===== src/rtl/sbs_pkg.sv =====
// Shared constants and types for the synthesizer band-select controller.
// Assumes a single 50 MHz system clock that also paces the reference divider.
package sbs_pkg;

   // Register map, byte offsets on the two-wire bus.
   localparam logic [7:0] REG_INT_UP    = 8'h00;
   localparam logic [7:0] REG_INT_LO    = 8'h01;
   localparam logic [7:0] REG_FRAC_TOP  = 8'h02;
   localparam logic [7:0] REG_FRAC_UP   = 8'h03;
   localparam logic [7:0] REG_FRAC_LO   = 8'h04;
   localparam logic [7:0] REG_REF_DIV   = 8'h05;
   localparam logic [7:0] REG_LOOP_OPT  = 8'h06;
   localparam logic [7:0] REG_VCO       = 8'h07;
   localparam logic [7:0] REG_CTRL      = 8'h09;
   localparam logic [7:0] REG_TEST      = 8'h0B;
   localparam logic [7:0] REG_STAT1     = 8'h0C;
   localparam logic [7:0] REG_STAT2     = 8'h0D;
   localparam logic [7:0] NUM_STORE     = 8'h0C;

   // Field positions.
   localparam int VCO_BAND_HI    = 7;
   localparam int VCO_BAND_LO    = 3;
   localparam int VCO_SEARCH_BIT = 2;
   localparam int VCO_LATCH_BIT  = 1;
   localparam int VCO_CONV_BIT   = 0;
   localparam int CTRL_HOLD_BIT  = 7;
   localparam int TEST_FAST_BIT  = 3;
   localparam int LOOP_A_BIT     = 7;
   localparam int PUMP_MODE_BIT  = 6;
   localparam int PUMP_LVL_HI    = 4;

   // Reset values; the fast-lock bit defaults to one.
   localparam logic [7:0] RST_TEST  = 8'h08;
   localparam logic [7:0] RST_OTHER = 8'h00;

   // Band range and converter code thresholds.
   localparam logic [4:0] BAND_MAX    = 5'h17;
   localparam logic [4:0] STEP_LIMIT  = 5'h17;
   localparam logic [2:0] CODE_VAS_MIN = 3'h2;
   localparam logic [2:0] CODE_VAS_MAX = 3'h5;
   localparam logic [2:0] CODE_OUT_LO  = 3'h0;
   localparam logic [2:0] CODE_OUT_HI  = 3'h7;

   // Settling time allowed for the tune voltage after each band step.
   localparam int CLK_NS     = 20;
   localparam int SETTLE_NS  = 10000;
   localparam logic [9:0] SETTLE_CYC = 10'((SETTLE_NS + CLK_NS - 1) / CLK_NS);

   // Bus address; the low bit comes from the address-select pin (value arbitrary).
   localparam logic [6:0] DEV_ADDR_BASE = 7'h60;

   typedef enum logic [1:0] {S_IDLE, S_SETTLE, S_EVAL} sbs_search_t;
   typedef enum logic [2:0] {P_IDLE, P_RX, P_RACK, P_TX, P_TACK} sbs_phase_t;

endpackage


===== src/rtl/sbs_twowire_slave.sv =====
// Two-wire bus slave: address match, register pointer, auto-increment reads and writes.
// Assumes the bus pins are asynchronous to clk and the bus clock is far slower than clk.
`timescale 1ns/10ps
module sbs_twowire_slave
(
   input  wire logic       clk,
   input  wire logic       rst,
   input  wire logic       scl,
   input  wire logic       sda_sense,
   input  wire logic       addr_sel,
   input  wire logic [7:0] rd_data,
   output logic            sda_oe_n,
   output logic [7:0]      ptr,
   output logic            wr_stb,
   output logic [7:0]      wr_addr,
   output logic [7:0]      wr_data,
   output logic            rd_stb,
   output logic [7:0]      rd_addr,
   output logic            start_stb,
   output logic            stop_stb
);
   import sbs_pkg::*;

   logic       scl_s1_q, scl_s2_q, scl_d_q;
   logic       sda_s1_q, sda_s2_q, sda_d_q;
   logic       asel_s1_q, asel_s2_q;
   logic [7:0] shift_q;
   logic [3:0] bit_q;
   logic [1:0] byte_q;
   logic       rw_q;
   logic       ack_q;
   sbs_phase_t phase_q;
   logic       scl_rise, scl_fall, start_c, stop_c, load_c;

   ////////////////////////////////////////////////////////////////////////////////////////
   // Two flops per pin plus a third on scl and sda; edge detection only looks at the second stage onward.
   always_ff @(posedge clk)
   begin
      if (rst)
      begin
         {scl_s1_q, scl_s2_q, scl_d_q} <= 3'h7;
         {sda_s1_q, sda_s2_q, sda_d_q} <= 3'h7;
         {asel_s1_q, asel_s2_q}        <= 2'h0;
      end
      else
      begin
         {scl_s1_q, scl_s2_q, scl_d_q} <= {scl, scl_s1_q, scl_s2_q};
         {sda_s1_q, sda_s2_q, sda_d_q} <= {sda_sense, sda_s1_q, sda_s2_q};
         {asel_s1_q, asel_s2_q}        <= {addr_sel, asel_s1_q};
      end
   end

   // Start and stop are data edges while the clock stays high.
   assign scl_rise = scl_s2_q & ~scl_d_q;
   assign scl_fall = ~scl_s2_q & scl_d_q;
   assign start_c  = scl_s2_q & scl_d_q & sda_d_q & ~sda_s2_q;
   assign stop_c   = scl_s2_q & scl_d_q & ~sda_d_q & sda_s2_q;
   assign load_c   = scl_fall & ((phase_q == P_RACK & rw_q) | (phase_q == P_TACK & ack_q));
   assign ptr      = rd_addr;

   ////////////////////////////////////////////////////////////////////////////////////////
   // Byte engine; read data is fetched at the falling edge that ends the acknowledge.
   always_ff @(posedge clk)
   begin
      if (rst)
      begin
         phase_q   <= P_IDLE;
         shift_q   <= 8'h00;
         bit_q     <= 4'h0;
         byte_q    <= 2'h0;
         rw_q      <= 1'b0;
         ack_q     <= 1'b0;
         sda_oe_n  <= 1'b1;
         wr_stb    <= 1'b0;
         wr_addr   <= 8'h00;
         wr_data   <= 8'h00;
         rd_stb    <= 1'b0;
         rd_addr   <= 8'h00;
         start_stb <= 1'b0;
         stop_stb  <= 1'b0;
      end
      else
      begin
         wr_stb    <= 1'b0;
         rd_stb    <= 1'b0;
         start_stb <= start_c;
         stop_stb  <= stop_c;
         if (stop_c)
         begin
            phase_q  <= P_IDLE;
            sda_oe_n <= 1'b1;
         end
         else if (start_c)
         begin
            phase_q  <= P_RX;
            bit_q    <= 4'h0;
            byte_q   <= 2'h0;
            sda_oe_n <= 1'b1;
         end
         else if (load_c)
         begin
            shift_q  <= rd_data;
            sda_oe_n <= rd_data[7];
            bit_q    <= 4'h0;
            rd_stb   <= 1'b1;
            rd_addr  <= rd_addr + 8'h01;
            phase_q  <= P_TX;
         end
         else
         begin
            unique case (phase_q)
               P_IDLE: ;
               P_RX:
                  if (scl_rise && bit_q < 4'h8)
                  begin
                     shift_q <= {shift_q[6:0], sda_s2_q};
                     bit_q   <= bit_q + 4'h1;
                  end
                  else if (scl_fall && bit_q == 4'h8)
                  begin
                     bit_q <= 4'h0;
                     if (byte_q == 2'h0)
                     begin
                        if (shift_q[7:1] == {DEV_ADDR_BASE[6:1], asel_s2_q})
                        begin
                           rw_q     <= shift_q[0];
                           sda_oe_n <= 1'b0;
                           phase_q  <= P_RACK;
                           byte_q   <= 2'h1;
                        end
                        else
                           phase_q <= P_IDLE;
                     end
                     else
                     begin
                        sda_oe_n <= 1'b0;
                        phase_q  <= P_RACK;
                        byte_q   <= 2'h2;
                        if (byte_q == 2'h1)
                           rd_addr <= shift_q;
                        else
                        begin
                           wr_stb  <= 1'b1;
                           wr_addr <= rd_addr;
                           wr_data <= shift_q;
                           rd_addr <= rd_addr + 8'h01;
                        end
                     end
                  end
               P_RACK:
                  if (scl_fall)
                  begin
                     sda_oe_n <= 1'b1;
                     phase_q  <= P_RX;
                  end
               P_TX:
                  if (scl_fall)
                  begin
                     if (bit_q == 4'h7)
                     begin
                        sda_oe_n <= 1'b1;
                        phase_q  <= P_TACK;
                     end
                     else
                     begin
                        shift_q  <= {shift_q[6:0], 1'b0};
                        sda_oe_n <= shift_q[6];
                        bit_q    <= bit_q + 4'h1;
                     end
                  end
               P_TACK:
                  if (scl_rise)
                     ack_q <= ~sda_s2_q;
                  else if (scl_fall)
                     phase_q <= P_IDLE;
               default: phase_q <= P_IDLE;
            endcase
         end
      end
   end

endmodule


===== src/rtl/sbs_synth_ctrl.sv =====
// Synthesizer control top: register file, band search, tune converter capture, standby.
// Assumes clk is the crystal reference and the bus host reprograms all registers after power-up.
`timescale 1ns/10ps
// Functional notes
// - Divide words are plain unsigned binary, fifteen-bit integer.
// - Five-bit reference ratio divides the crystal clock.
// - Twenty-four bands, selectable through five-bit field.
// - Band in use reads back in status two.
// - Low fraction byte write launches enabled search.
// - Search starts from the manual band value.
// - Idle flag stays low while searching.
// - Success sets idle and success, reports band.
// - Failed search clears success, sets idle.
// - Three-bit tune code classifies lock state.
// - Search accepts only search-locked code range.
// - Converter code latched only on latch-bit write.
// - Standby halts everything except the bus and the tune converter.
// - Register contents survive standby unchanged.
// - Power-up flag clears after status read plus stop.
// - Success flag bit six, idle bit five.
module sbs_synth_ctrl
(
   input  wire logic        clk,
   input  wire logic        rst,
   input  wire logic        scl,
   input  wire logic        sda_sense,
   output logic             sda_drive,
   output logic             sda_oe_n,
   input  wire logic        addr_sel,
   input  wire logic [2:0]  tune_voltage_pin,
   output logic [14:0]      int_divide,
   output logic [19:0]      frac_divide,
   output logic [4:0]       ref_divide,
   output logic             comp_tick,
   output logic [4:0]       vco_band,
   output logic             synth_enable,
   output logic             tune_converter_enable,
   output logic             low_power_hold,
   output logic             fast_lock_select,
   output logic             lock_indicator,
   output logic             loop_option_a,
   output logic             pump_current_mode,
   output logic [4:0]       pump_current_level
);
   import sbs_pkg::*;

   logic [7:0]  regs_q [0:11];
   logic [7:0]  rd_data, ptr, wr_addr, wr_data, rd_addr;
   logic        wr_stb, rd_stb, start_stb, stop_stb, bus_oe_n;
   logic [2:0]  code_s1_q, code_s2_q, adc_q;
   logic        por_q, stat1_seen_q, ld_q, idle_q, ok_q, synth_en_q;
   logic [4:0]  band_q, steps_q, ref_cnt_q;
   logic [9:0]  settle_q;
   logic        tick_q;
   sbs_search_t st_q;
   logic [7:0]  vco_q, ctrl_q, test_q;
   logic [4:0]  manual_band, ref_ratio;
   logic        hold_q, search_en, low_byte_wr, code_vas, code_low, code_high, step_fail;

   // Search-locked band: middle codes, leaving margin for drift.
   function automatic logic in_vas_range(input logic [2:0] code);
      in_vas_range = (code >= CODE_VAS_MIN) && (code <= CODE_VAS_MAX);
   endfunction

   // Locked band: everything but the two extreme codes.
   function automatic logic in_lock_range(input logic [2:0] code);
      in_lock_range = (code != CODE_OUT_LO) && (code != CODE_OUT_HI);
   endfunction

   // Bands above the last one fold onto the last one.
   function automatic logic [4:0] clamp_band(input logic [4:0] b);
      clamp_band = (b > BAND_MAX) ? BAND_MAX : b;
   endfunction

   ////////////////////////////////////////////////////////////////////////////////////////
   // Bus slave.
   sbs_twowire_slave u_bus
   (
      .clk       (clk),
      .rst       (rst),
      .scl       (scl),
      .sda_sense (sda_sense),
      .addr_sel  (addr_sel),
      .rd_data   (rd_data),
      .sda_oe_n  (bus_oe_n),
      .ptr       (ptr),
      .wr_stb    (wr_stb),
      .wr_addr   (wr_addr),
      .wr_data   (wr_data),
      .rd_stb    (rd_stb),
      .rd_addr   (rd_addr),
      .start_stb (start_stb),
      .stop_stb  (stop_stb)
   );

   // The pin is open-drain, so the driven level is always low.
   always_ff @(posedge clk)
   begin
      if (rst)
         sda_drive <= 1'b0;
      else
         sda_drive <= 1'b0;
   end
   assign sda_oe_n = bus_oe_n;

   ////////////////////////////////////////////////////////////////////////////////////////
   // Register file; standby never touches it, so settings persist across it.
   always_ff @(posedge clk)
   begin
      if (rst)
      begin
         for (int i = 0; i < 12; i++)
            regs_q[i] <= (i == int'(REG_TEST)) ? RST_TEST : RST_OTHER;
      end
      else if (wr_stb && wr_addr < NUM_STORE)
         regs_q[wr_addr[3:0]] <= wr_data;
   end

   assign vco_q       = regs_q[REG_VCO[3:0]];
   assign ctrl_q      = regs_q[REG_CTRL[3:0]];
   assign test_q      = regs_q[REG_TEST[3:0]];
   assign hold_q      = ctrl_q[CTRL_HOLD_BIT];
   assign search_en   = vco_q[VCO_SEARCH_BIT];
   assign manual_band = vco_q[VCO_BAND_HI:VCO_BAND_LO];
   assign low_byte_wr = wr_stb && (wr_addr == REG_FRAC_LO);

   // Divide words are straight binary slices of the stored bytes.
   assign int_divide  = {regs_q[REG_INT_UP[3:0]][6:0], regs_q[REG_INT_LO[3:0]]};
   assign frac_divide = {regs_q[REG_FRAC_TOP[3:0]][3:0], regs_q[REG_FRAC_UP[3:0]],
                         regs_q[REG_FRAC_LO[3:0]]};
   assign ref_divide            = regs_q[REG_REF_DIV[3:0]][4:0];
   assign tune_converter_enable = vco_q[VCO_CONV_BIT];
   assign low_power_hold        = hold_q;
   assign fast_lock_select      = test_q[TEST_FAST_BIT];
   assign loop_option_a         = regs_q[REG_LOOP_OPT[3:0]][LOOP_A_BIT];
   assign pump_current_mode     = regs_q[REG_LOOP_OPT[3:0]][PUMP_MODE_BIT];
   assign pump_current_level    = regs_q[REG_LOOP_OPT[3:0]][PUMP_LVL_HI:0];
   assign vco_band              = band_q;
   assign synth_enable          = synth_en_q;
   assign lock_indicator        = ld_q;
   assign comp_tick             = tick_q;

   // Read data; all twelve stored bytes read back, addresses above status two return zero.
   always_comb
   begin
      rd_data = 8'h00;
      if (ptr < NUM_STORE)
         rd_data = regs_q[ptr[3:0]];
      else if (ptr == REG_STAT1)
         rd_data = {por_q, ok_q, idle_q, ld_q, 4'h0};
      else if (ptr == REG_STAT2)
         rd_data = {band_q, adc_q};
   end

   ////////////////////////////////////////////////////////////////////////////////////////
   // Converter code arrives from the analog side; two flops before use. The bits are
   // not gray coded, so a code caught mid-transition may be off by several steps for one cycle.
   always_ff @(posedge clk)
   begin
      if (rst)
      begin
         code_s1_q <= 3'h0;
         code_s2_q <= 3'h0;
      end
      else
      begin
         code_s1_q <= tune_voltage_pin;
         code_s2_q <= code_s1_q;
      end
   end

   assign code_vas  = in_vas_range(code_s2_q);
   assign code_low  = code_s2_q < CODE_VAS_MIN;
   assign code_high = code_s2_q > CODE_VAS_MAX;

   // Readback copy of the converter, refreshed only by a latch-bit write.
   always_ff @(posedge clk)
   begin
      if (rst)
         adc_q <= 3'h0;
      else if (wr_stb && wr_addr == REG_VCO && wr_data[VCO_LATCH_BIT])
         adc_q <= code_s2_q;
   end

   // Lock indication is only meaningful with fast lock selected.
   always_ff @(posedge clk)
   begin
      if (rst)
      begin
         ld_q       <= 1'b0;
         synth_en_q <= 1'b0;
      end
      else
      begin
         ld_q       <= fast_lock_select & in_lock_range(code_s2_q) & ~hold_q;
         synth_en_q <= ~hold_q;
      end
   end

   ////////////////////////////////////////////////////////////////////////////////////////
   // Comparison tick every ratio cycles of the crystal; a ratio of zero acts as one.
   assign ref_ratio = (ref_divide == 5'h00) ? 5'h01 : ref_divide;

   always_ff @(posedge clk)
   begin
      if (rst || hold_q)
      begin
         ref_cnt_q <= 5'h00;
         tick_q    <= 1'b0;
      end
      else if (ref_cnt_q >= ref_ratio - 5'h01)
      begin
         ref_cnt_q <= 5'h00;
         tick_q    <= 1'b1;
      end
      else
      begin
         ref_cnt_q <= ref_cnt_q + 5'h01;
         tick_q    <= 1'b0;
      end
   end

   ////////////////////////////////////////////////////////////////////////////////////////
   // Power-up flag: cleared by a stop that ends a transfer which read status byte one.
   always_ff @(posedge clk)
   begin
      if (rst)
      begin
         por_q        <= 1'b1;
         stat1_seen_q <= 1'b0;
      end
      else
      begin
         if (start_stb)
            stat1_seen_q <= 1'b0;
         else if (rd_stb && (rd_addr - 8'h01) == REG_STAT1) // Pointer already moved on.
            stat1_seen_q <= 1'b1;
         if (stop_stb && stat1_seen_q)
            por_q <= 1'b0;
      end
   end

   ////////////////////////////////////////////////////////////////////////////////////////
   // Band search. The step direction follows the code: a low code steps the band down,
   // a high code steps it up. A step budget stops endless hunting between two bands.
   assign step_fail = (code_low && band_q == 5'h00) || (code_high && band_q == BAND_MAX)
                      || (steps_q == STEP_LIMIT);

   always_ff @(posedge clk)
   begin
      if (rst)
      begin
         st_q     <= S_IDLE;
         band_q   <= 5'h00;
         idle_q   <= 1'b1;
         ok_q     <= 1'b0;
         settle_q <= 10'h000;
         steps_q  <= 5'h00;
      end
      else if (hold_q)
      begin
         // Standby abandons a running search as unsuccessful.
         if (st_q != S_IDLE)
         begin
            st_q   <= S_IDLE;
            idle_q <= 1'b1;
            ok_q   <= 1'b0;
         end
      end
      else if (low_byte_wr && search_en)
      begin
         st_q     <= S_SETTLE;
         idle_q   <= 1'b0;
         band_q   <= clamp_band(manual_band);
         settle_q <= SETTLE_CYC;
         steps_q  <= 5'h00;
      end
      else if (low_byte_wr && st_q == S_IDLE)
         band_q <= clamp_band(manual_band);
      else
      begin
         unique case (st_q)
            S_IDLE: ;
            S_SETTLE:
               if (settle_q == 10'h000)
                  st_q <= S_EVAL;
               else
                  settle_q <= settle_q - 10'h001;
            S_EVAL:
               if (code_vas)
               begin
                  st_q   <= S_IDLE;
                  idle_q <= 1'b1;
                  ok_q   <= 1'b1;
               end
               else if (step_fail)
               begin
                  st_q   <= S_IDLE;
                  idle_q <= 1'b1;
                  ok_q   <= 1'b0;
               end
               else
               begin
                  band_q   <= code_low ? band_q - 5'h01 : band_q + 5'h01;
                  steps_q  <= steps_q + 5'h01;
                  settle_q <= SETTLE_CYC;
                  st_q     <= S_SETTLE;
               end
            default: st_q <= S_IDLE;
         endcase
      end
   end
endmodule


===== config.mk =====
export PLATFORM = sky130hd
export DESIGN_NAME = sbs_synth_ctrl
export DESIGN_NICKNAME = d
export VERILOG_FILES = /design/src/rtl/sbs_pkg.sv /design/src/rtl/sbs_twowire_slave.sv /design/src/rtl/sbs_synth_ctrl.sv
export SDC_FILE = /design/constraint.sdc
export NUM_CORES = 1
export LEC_CHECK = 0
export BUFFER_PORTS_ARGS = -buffer_cell sky130_fd_sc_hd__buf_2
export CORE_ASPECT_RATIO = 1.4
export CORE_MARGIN = 1.5
export CORE_UTILIZATION = 40
export CTS_CLUSTER_DIAMETER = 40
export DETAILED_ROUTE_END_ITERATION = 10
export PLACE_DENSITY_LB_ADDON = 0.05
export SLEW_MARGIN = 15
export SYNTH_ARGS = -nofsm -noshare
export SYNTH_HDL_FRONTEND = slang
export SYNTH_SLANG_ARGS = --single-unit

===== constraint.sdc =====
create_clock -name clk -period 2.5 [get_ports clk]
set_input_delay 0.625 -clock clk [delete_from_list [all_inputs] [get_ports clk]]
set_output_delay 0.625 -clock clk [all_outputs]
set_load 0.01 [all_outputs]

After elaboration in Yosys (flattened, before gate mapping):

Memories as Yosys holds them, arrays and structs flattened. A register that Yosys moved wholly into a read port is not among the register bits.
Cells that the tools add are included.

* reduce and logical (&&, ||, !) cells: 63
* magnitude comparators: 9
* add/sub/neg operators: 9
* bitwise gates (word level): 27
* multiplexer cells: 103
* equality and inequality tests: 65

Operators with widths (count)
* 8-bit two-way mux: 14
* 5-bit two-way mux: 13
* 10-bit two-way mux: 5
* 8-bit AND reduction: 5
* 4-bit two-way mux: 9
* 1-bit two-way mux: 34
* 2-bit two-way mux: 15
* 6-bit AND reduction: 5
* 3-bit by 1-bit inequality test with 1-bit output, second input constant: 9
* 2-bit by 1-bit inequality test with 1-bit output, second input constant: 13
* 8-bit by 4-bit equality test with 1-bit output, second input constant: 3
* 3-bit two-way mux: 7
* 3-bit inequality test, second input constant: 7
* 4-bit by 1-bit inequality test with 1-bit output, second input constant: 5
* 10-bit case mux with 2 select lines: 1
* 5-bit AND reduction: 4
* 3-bit nonzero test: 6
* 8-bit by 3-bit equality test with 1-bit output, second input constant: 2
* 8-bit by 4-bit < comparator with 1-bit output, second input constant: 2
* 8-bit case mux with 2 select lines: 1
* 8-bit OR reduction: 2
* 5-bit by 1-bit adder with 5-bit output, second input constant: 3
* 3-bit case mux with 5 select lines: 1
* 1-bit logical AND: 14
* 44 further kinds: 96

* memories kept: 1
* logic and storage cells: 316
* bits in writable memories: 96
* output and inout bits: 60
* register bits after elaboration: 99
* bits of input ports: 8

Memory list
* regs_q: depth 12, width 8, read ports 11, clocked after memory_dff 1, wr ports 12, RTL line sbs_synth_ctrl.sv:47 `logic [7:0] regs_q [0:11];`

Logic depth before layout (Yosys ltp):

* depth in word-level cells: 10
* gate-level depth with buffers: 10

Cells and area by module:

A second synthesis with hierarchy kept.

* cells, all modules: 888
* area total of the unflattened synthesis: 9685.5 um^2

Modules (own cells, without submodules)
* sbs_synth_ctrl: seq. area each 3743.6 um^2, times used 1, area an instance 7036.7 um^2, cells each 593
* sbs_twowire_slave: seq. area each 1121.1 um^2, times used 1, area an instance 2648.8 um^2, cells each 295

Worst setup path before layout:

No wires, ideal clock.

* path kind: input -> register
* start: input rst
* end: memory regs_q[10][0] (enable)
* slack: 313 ps
* data arrival time: 1803 ps
* required time: 2116 ps
* stages on the path: 4
* cell sequence: clkbuf_1 nor2_1 nand4_1 o21ai_0

RTL lines
* start: declaration: RTL line sbs_synth_ctrl.sv:24 `input wire logic rst,`
* end: declaration: RTL line sbs_synth_ctrl.sv:47

==> impl_metrics.env <==
export IMPL_hold_buffers=0
export IMPL_register_area_mm2=0.005907
export IMPL_path_common_cell="a2111oi_0"
export IMPL_port_buffers=66
export IMPL_fmax_mhz=440.0
export IMPL_coreArea_mm2=0.02757
export IMPL_gp_congestion=0.8026
export IMPL_clk_pin_slew_worst_paths_ps=60
export IMPL_drt_iter0_markers=400
export IMPL_postSynth_asyncResetShare=0
export IMPL_synth_seq_area_share=0.5287
export IMPL_fillers=2623
export IMPL_whs_endpoint="u_bus.sda_s1_q"
export IMPL_synth_seq_cells=231
export IMPL_finalSetupTns_ps=0
export IMPL_ant_nets=0
export IMPL_hold_viol=0
export IMPL_cellPowerDensity_mw_per_mm2=669.0
export IMPL_rsz0062_at_grt="no"
export IMPL_synthesis_area_mm2=0.01117
export IMPL_hold_depth=2
export IMPL_die_w_um=144.2
export IMPL_crit_type="register to register"
export IMPL_multi_input_comb_area_mm2=0.004877
export IMPL_worstPathRequired_ps=2900
export IMPL_drt_wl_total_mm=30.70
export IMPL_numCtsBuffers=31
export IMPL_grt_max_degree=39
export IMPL_path_buf_inv=2
export IMPL_fp_dieH_um=200.7
export IMPL_vias=7838
export IMPL_cts_tree="done"
export IMPL_num_rows=72
export IMPL_root_buffer="clkbuf_16"
export IMPL_diodes=0
export IMPL_fin_total_pwr_mw=8.924
export IMPL_leakage_nw=4.979
export IMPL_finalSetupViolations=0
export IMPL_grt_pass1_vias=7952
export IMPL_htreeDepth=1
export IMPL_syn_avg_cell_area_um2=11.42
export IMPL_synth_cells=978
export IMPL_firstDrtPassIters=5
export IMPL_fin_worst_skew_ps=18.05
export IMPL_tightest_slew_ps=924.9
export IMPL_endpoint_kind="register"
export IMPL_dpl_instance_area_mm2=0.01225
export IMPL_status="complete, no violations"
export IMPL_holdCritStartpoint="sda_sense"
export IMPL_wl_per_cell_um=20.44
export IMPL_reg2regPathDepth=7
export IMPL_clock_sinks=231
export IMPL_cp_top_family="multiplexers"
export IMPL_ys_warn_count=0
export IMPL_synth_edff_count=128
export IMPL_initial_core_util=0.4052
export IMPL_drv_slew=0
export IMPL_areaGrowthSynthToFinish_pct=19.42
export IMPL_reg2reg_slack_ps=230
export IMPL_hpwl_mm=21.97
export IMPL_antenna_found_initial=1
export IMPL_grt_pass1_wl_mm=47.65
export IMPL_relSlewSlack=0.3826
export IMPL_drive_above_1_share=0.2164
export IMPL_fin_nets=1135
export IMPL_power_ir_vdd_worst_v=0.0005404
export IMPL_cpPeakStageDelay_ps=550
export IMPL_postCtsResizedCells=0
export IMPL_cts_setup_buffers=0
export IMPL_clk_latency_ps=560
export IMPL_fin_area_mm2=0.01334
export IMPL_viasPerCell=5.218
export IMPL_ios=68
export IMPL_clock_path_buffers=3
export IMPL_grt_ovfl_total=0
export IMPL_hold_class="input pin to register"
export IMPL_timing_final_crit_share=0.9092
export IMPL_drc=0
export IMPL_die_area_mm2=0.02895
export IMPL_synth_ff_type="edfxtp_1"
export IMPL_crit_arrival_ps=2680
export IMPL_crit_slowest_cell="mux4_2"
export IMPL_finalCriticalPeriod_ps=2273
export IMPL_path_cells="buf_12 -> mux4_2 -> mux2i_1 -> buf_4 -> nor2_1 -> a2111oi_0 -> a2111oi_0"
export IMPL_cap_violations=0
export IMPL_grt_use_total=0.2206
export IMPL_cp_max_fo=19
export IMPL_cp_start_kind="register"
export IMPL_timing_rr_end="u_bus.shift_q[2]"
export IMPL_ys_types=76
[power breakdown]
part	leakage [nW]	internal [mW]	switching, mW
Clock	0.515	2.75	1.73
Sequential	2.15	4.08	0.0563
Combinational	2.31	0.120	0.181
Total	4.98	6.96	1.97
[cells in the mapped netlist (23+ instances only)]
master / count / share of area
dfxtp_1: 103 / 0.18
o21ai_0: 42 / 0.019
nor2_1: 85 / 0.029
inv_1: 29 / 0.0097
and2_1: 99 / 0.055
a21oi_1: 42 / 0.019
nand2_1: 43 / 0.014
nor3_1: 23 / 0.010
mux2i_1: 36 / 0.032
edfxtp_1: 128 / 0.34
buf_4: 27 / 0.018
clkbuf_1: 27 / 0.0091
mux4_2: 24 / 0.048
[per-stage QoR]
stage          hold WS, ps  std cells    util  worst slack [ps]
2_1_floorplan        373.2       1010       -             312.8
3_3_place_gp         380.3       1441  0.4444             245.1
3_5_place_dp         395.2       1441  0.4444             243.8
4_1_cts              225.2       1498  0.4828             210.1
5_1_grt              226.8       1502  0.4839             51.74
6_report             253.4       1502  0.4839             227.1
[worst max path at each step]
stage,from,to,slack [ps],depth (start not counted)
finish,register,u_bus.shift_q[2],230,7
global route,u_bus.scl_d_q,u_bus.shift_q[3],50,6
CTS,register,u_bus.shift_q[2],210,7
detailed placement,register,u_bus.shift_q[2],240,7
global placement,register,u_bus.shift_q[2],250,7
floorplan,rst,regs_q[10][0],310,4
[placed cells by master, fill, tap and decap left out, drive strengths merged, types with 7 or more instances in the layout]
master	count
inv	37
mux2i	36
nor3	23
ha	18
a211oi	12
o21ai	46
edfxtp	128
xnor2	8
nor4	7
nor2b	21
mux4	33
a31oi	10
nand2	43
nand3b	7
nor2	85
nand4	7
dfxtp	103
a21oi	44
conb	33
a2111oi	10
or2	8
nand3	22
a21o	8
buf	137
nand2b	12
clkbuf	43
and2	99
[final cells by class]
| class | count | share of cell area |
|---|---|---|
| multi-input cells | 678 | 0.3656 |
| well taps | 370 | 0.03470 |
| inverters | 29 | 0.008160 |
| flip-flops and latches | 231 | 0.4428 |
| repair buffers | 137 | 0.06941 |
| clock inverters | 14 | 0.01191 |
| clock buffers | 43 | 0.06744 |
[kinds of logic after synthesis]
logic type,after synthesis,synth area share
mux,69,0.1018
simple gates,370,0.1840
compound gates,174,0.1075
other cells,1,0.0003357
buf+inv,101,0.04547
xor+xnor,13,0.01019
fa+ha+maj,19,0.02195
flops,231,0.5287
[state kept, by name, indices dropped and copies added, names as in the netlist, 5 cells and up, named ones only]
signal         count
u_bus.wr_addr      8
steps_q            5
regs_q           128
ref_cnt_q          5
u_bus.ptr          8
vco_band           5
settle_q          10
u_bus.shift_q      8
u_bus.wr_data      8
[routing by layer]
layer	track usage	vias to the layer above	part of all wire
met5	0	-	0.00039
met4	0.08442	2	0.036
met3	0.03698	61	0.040
met2	0.3826	159	0.52
met1	0.2713	3804	0.41
li1	-	3812	-
Note: power is estimated with default switching activity, not from simulation.
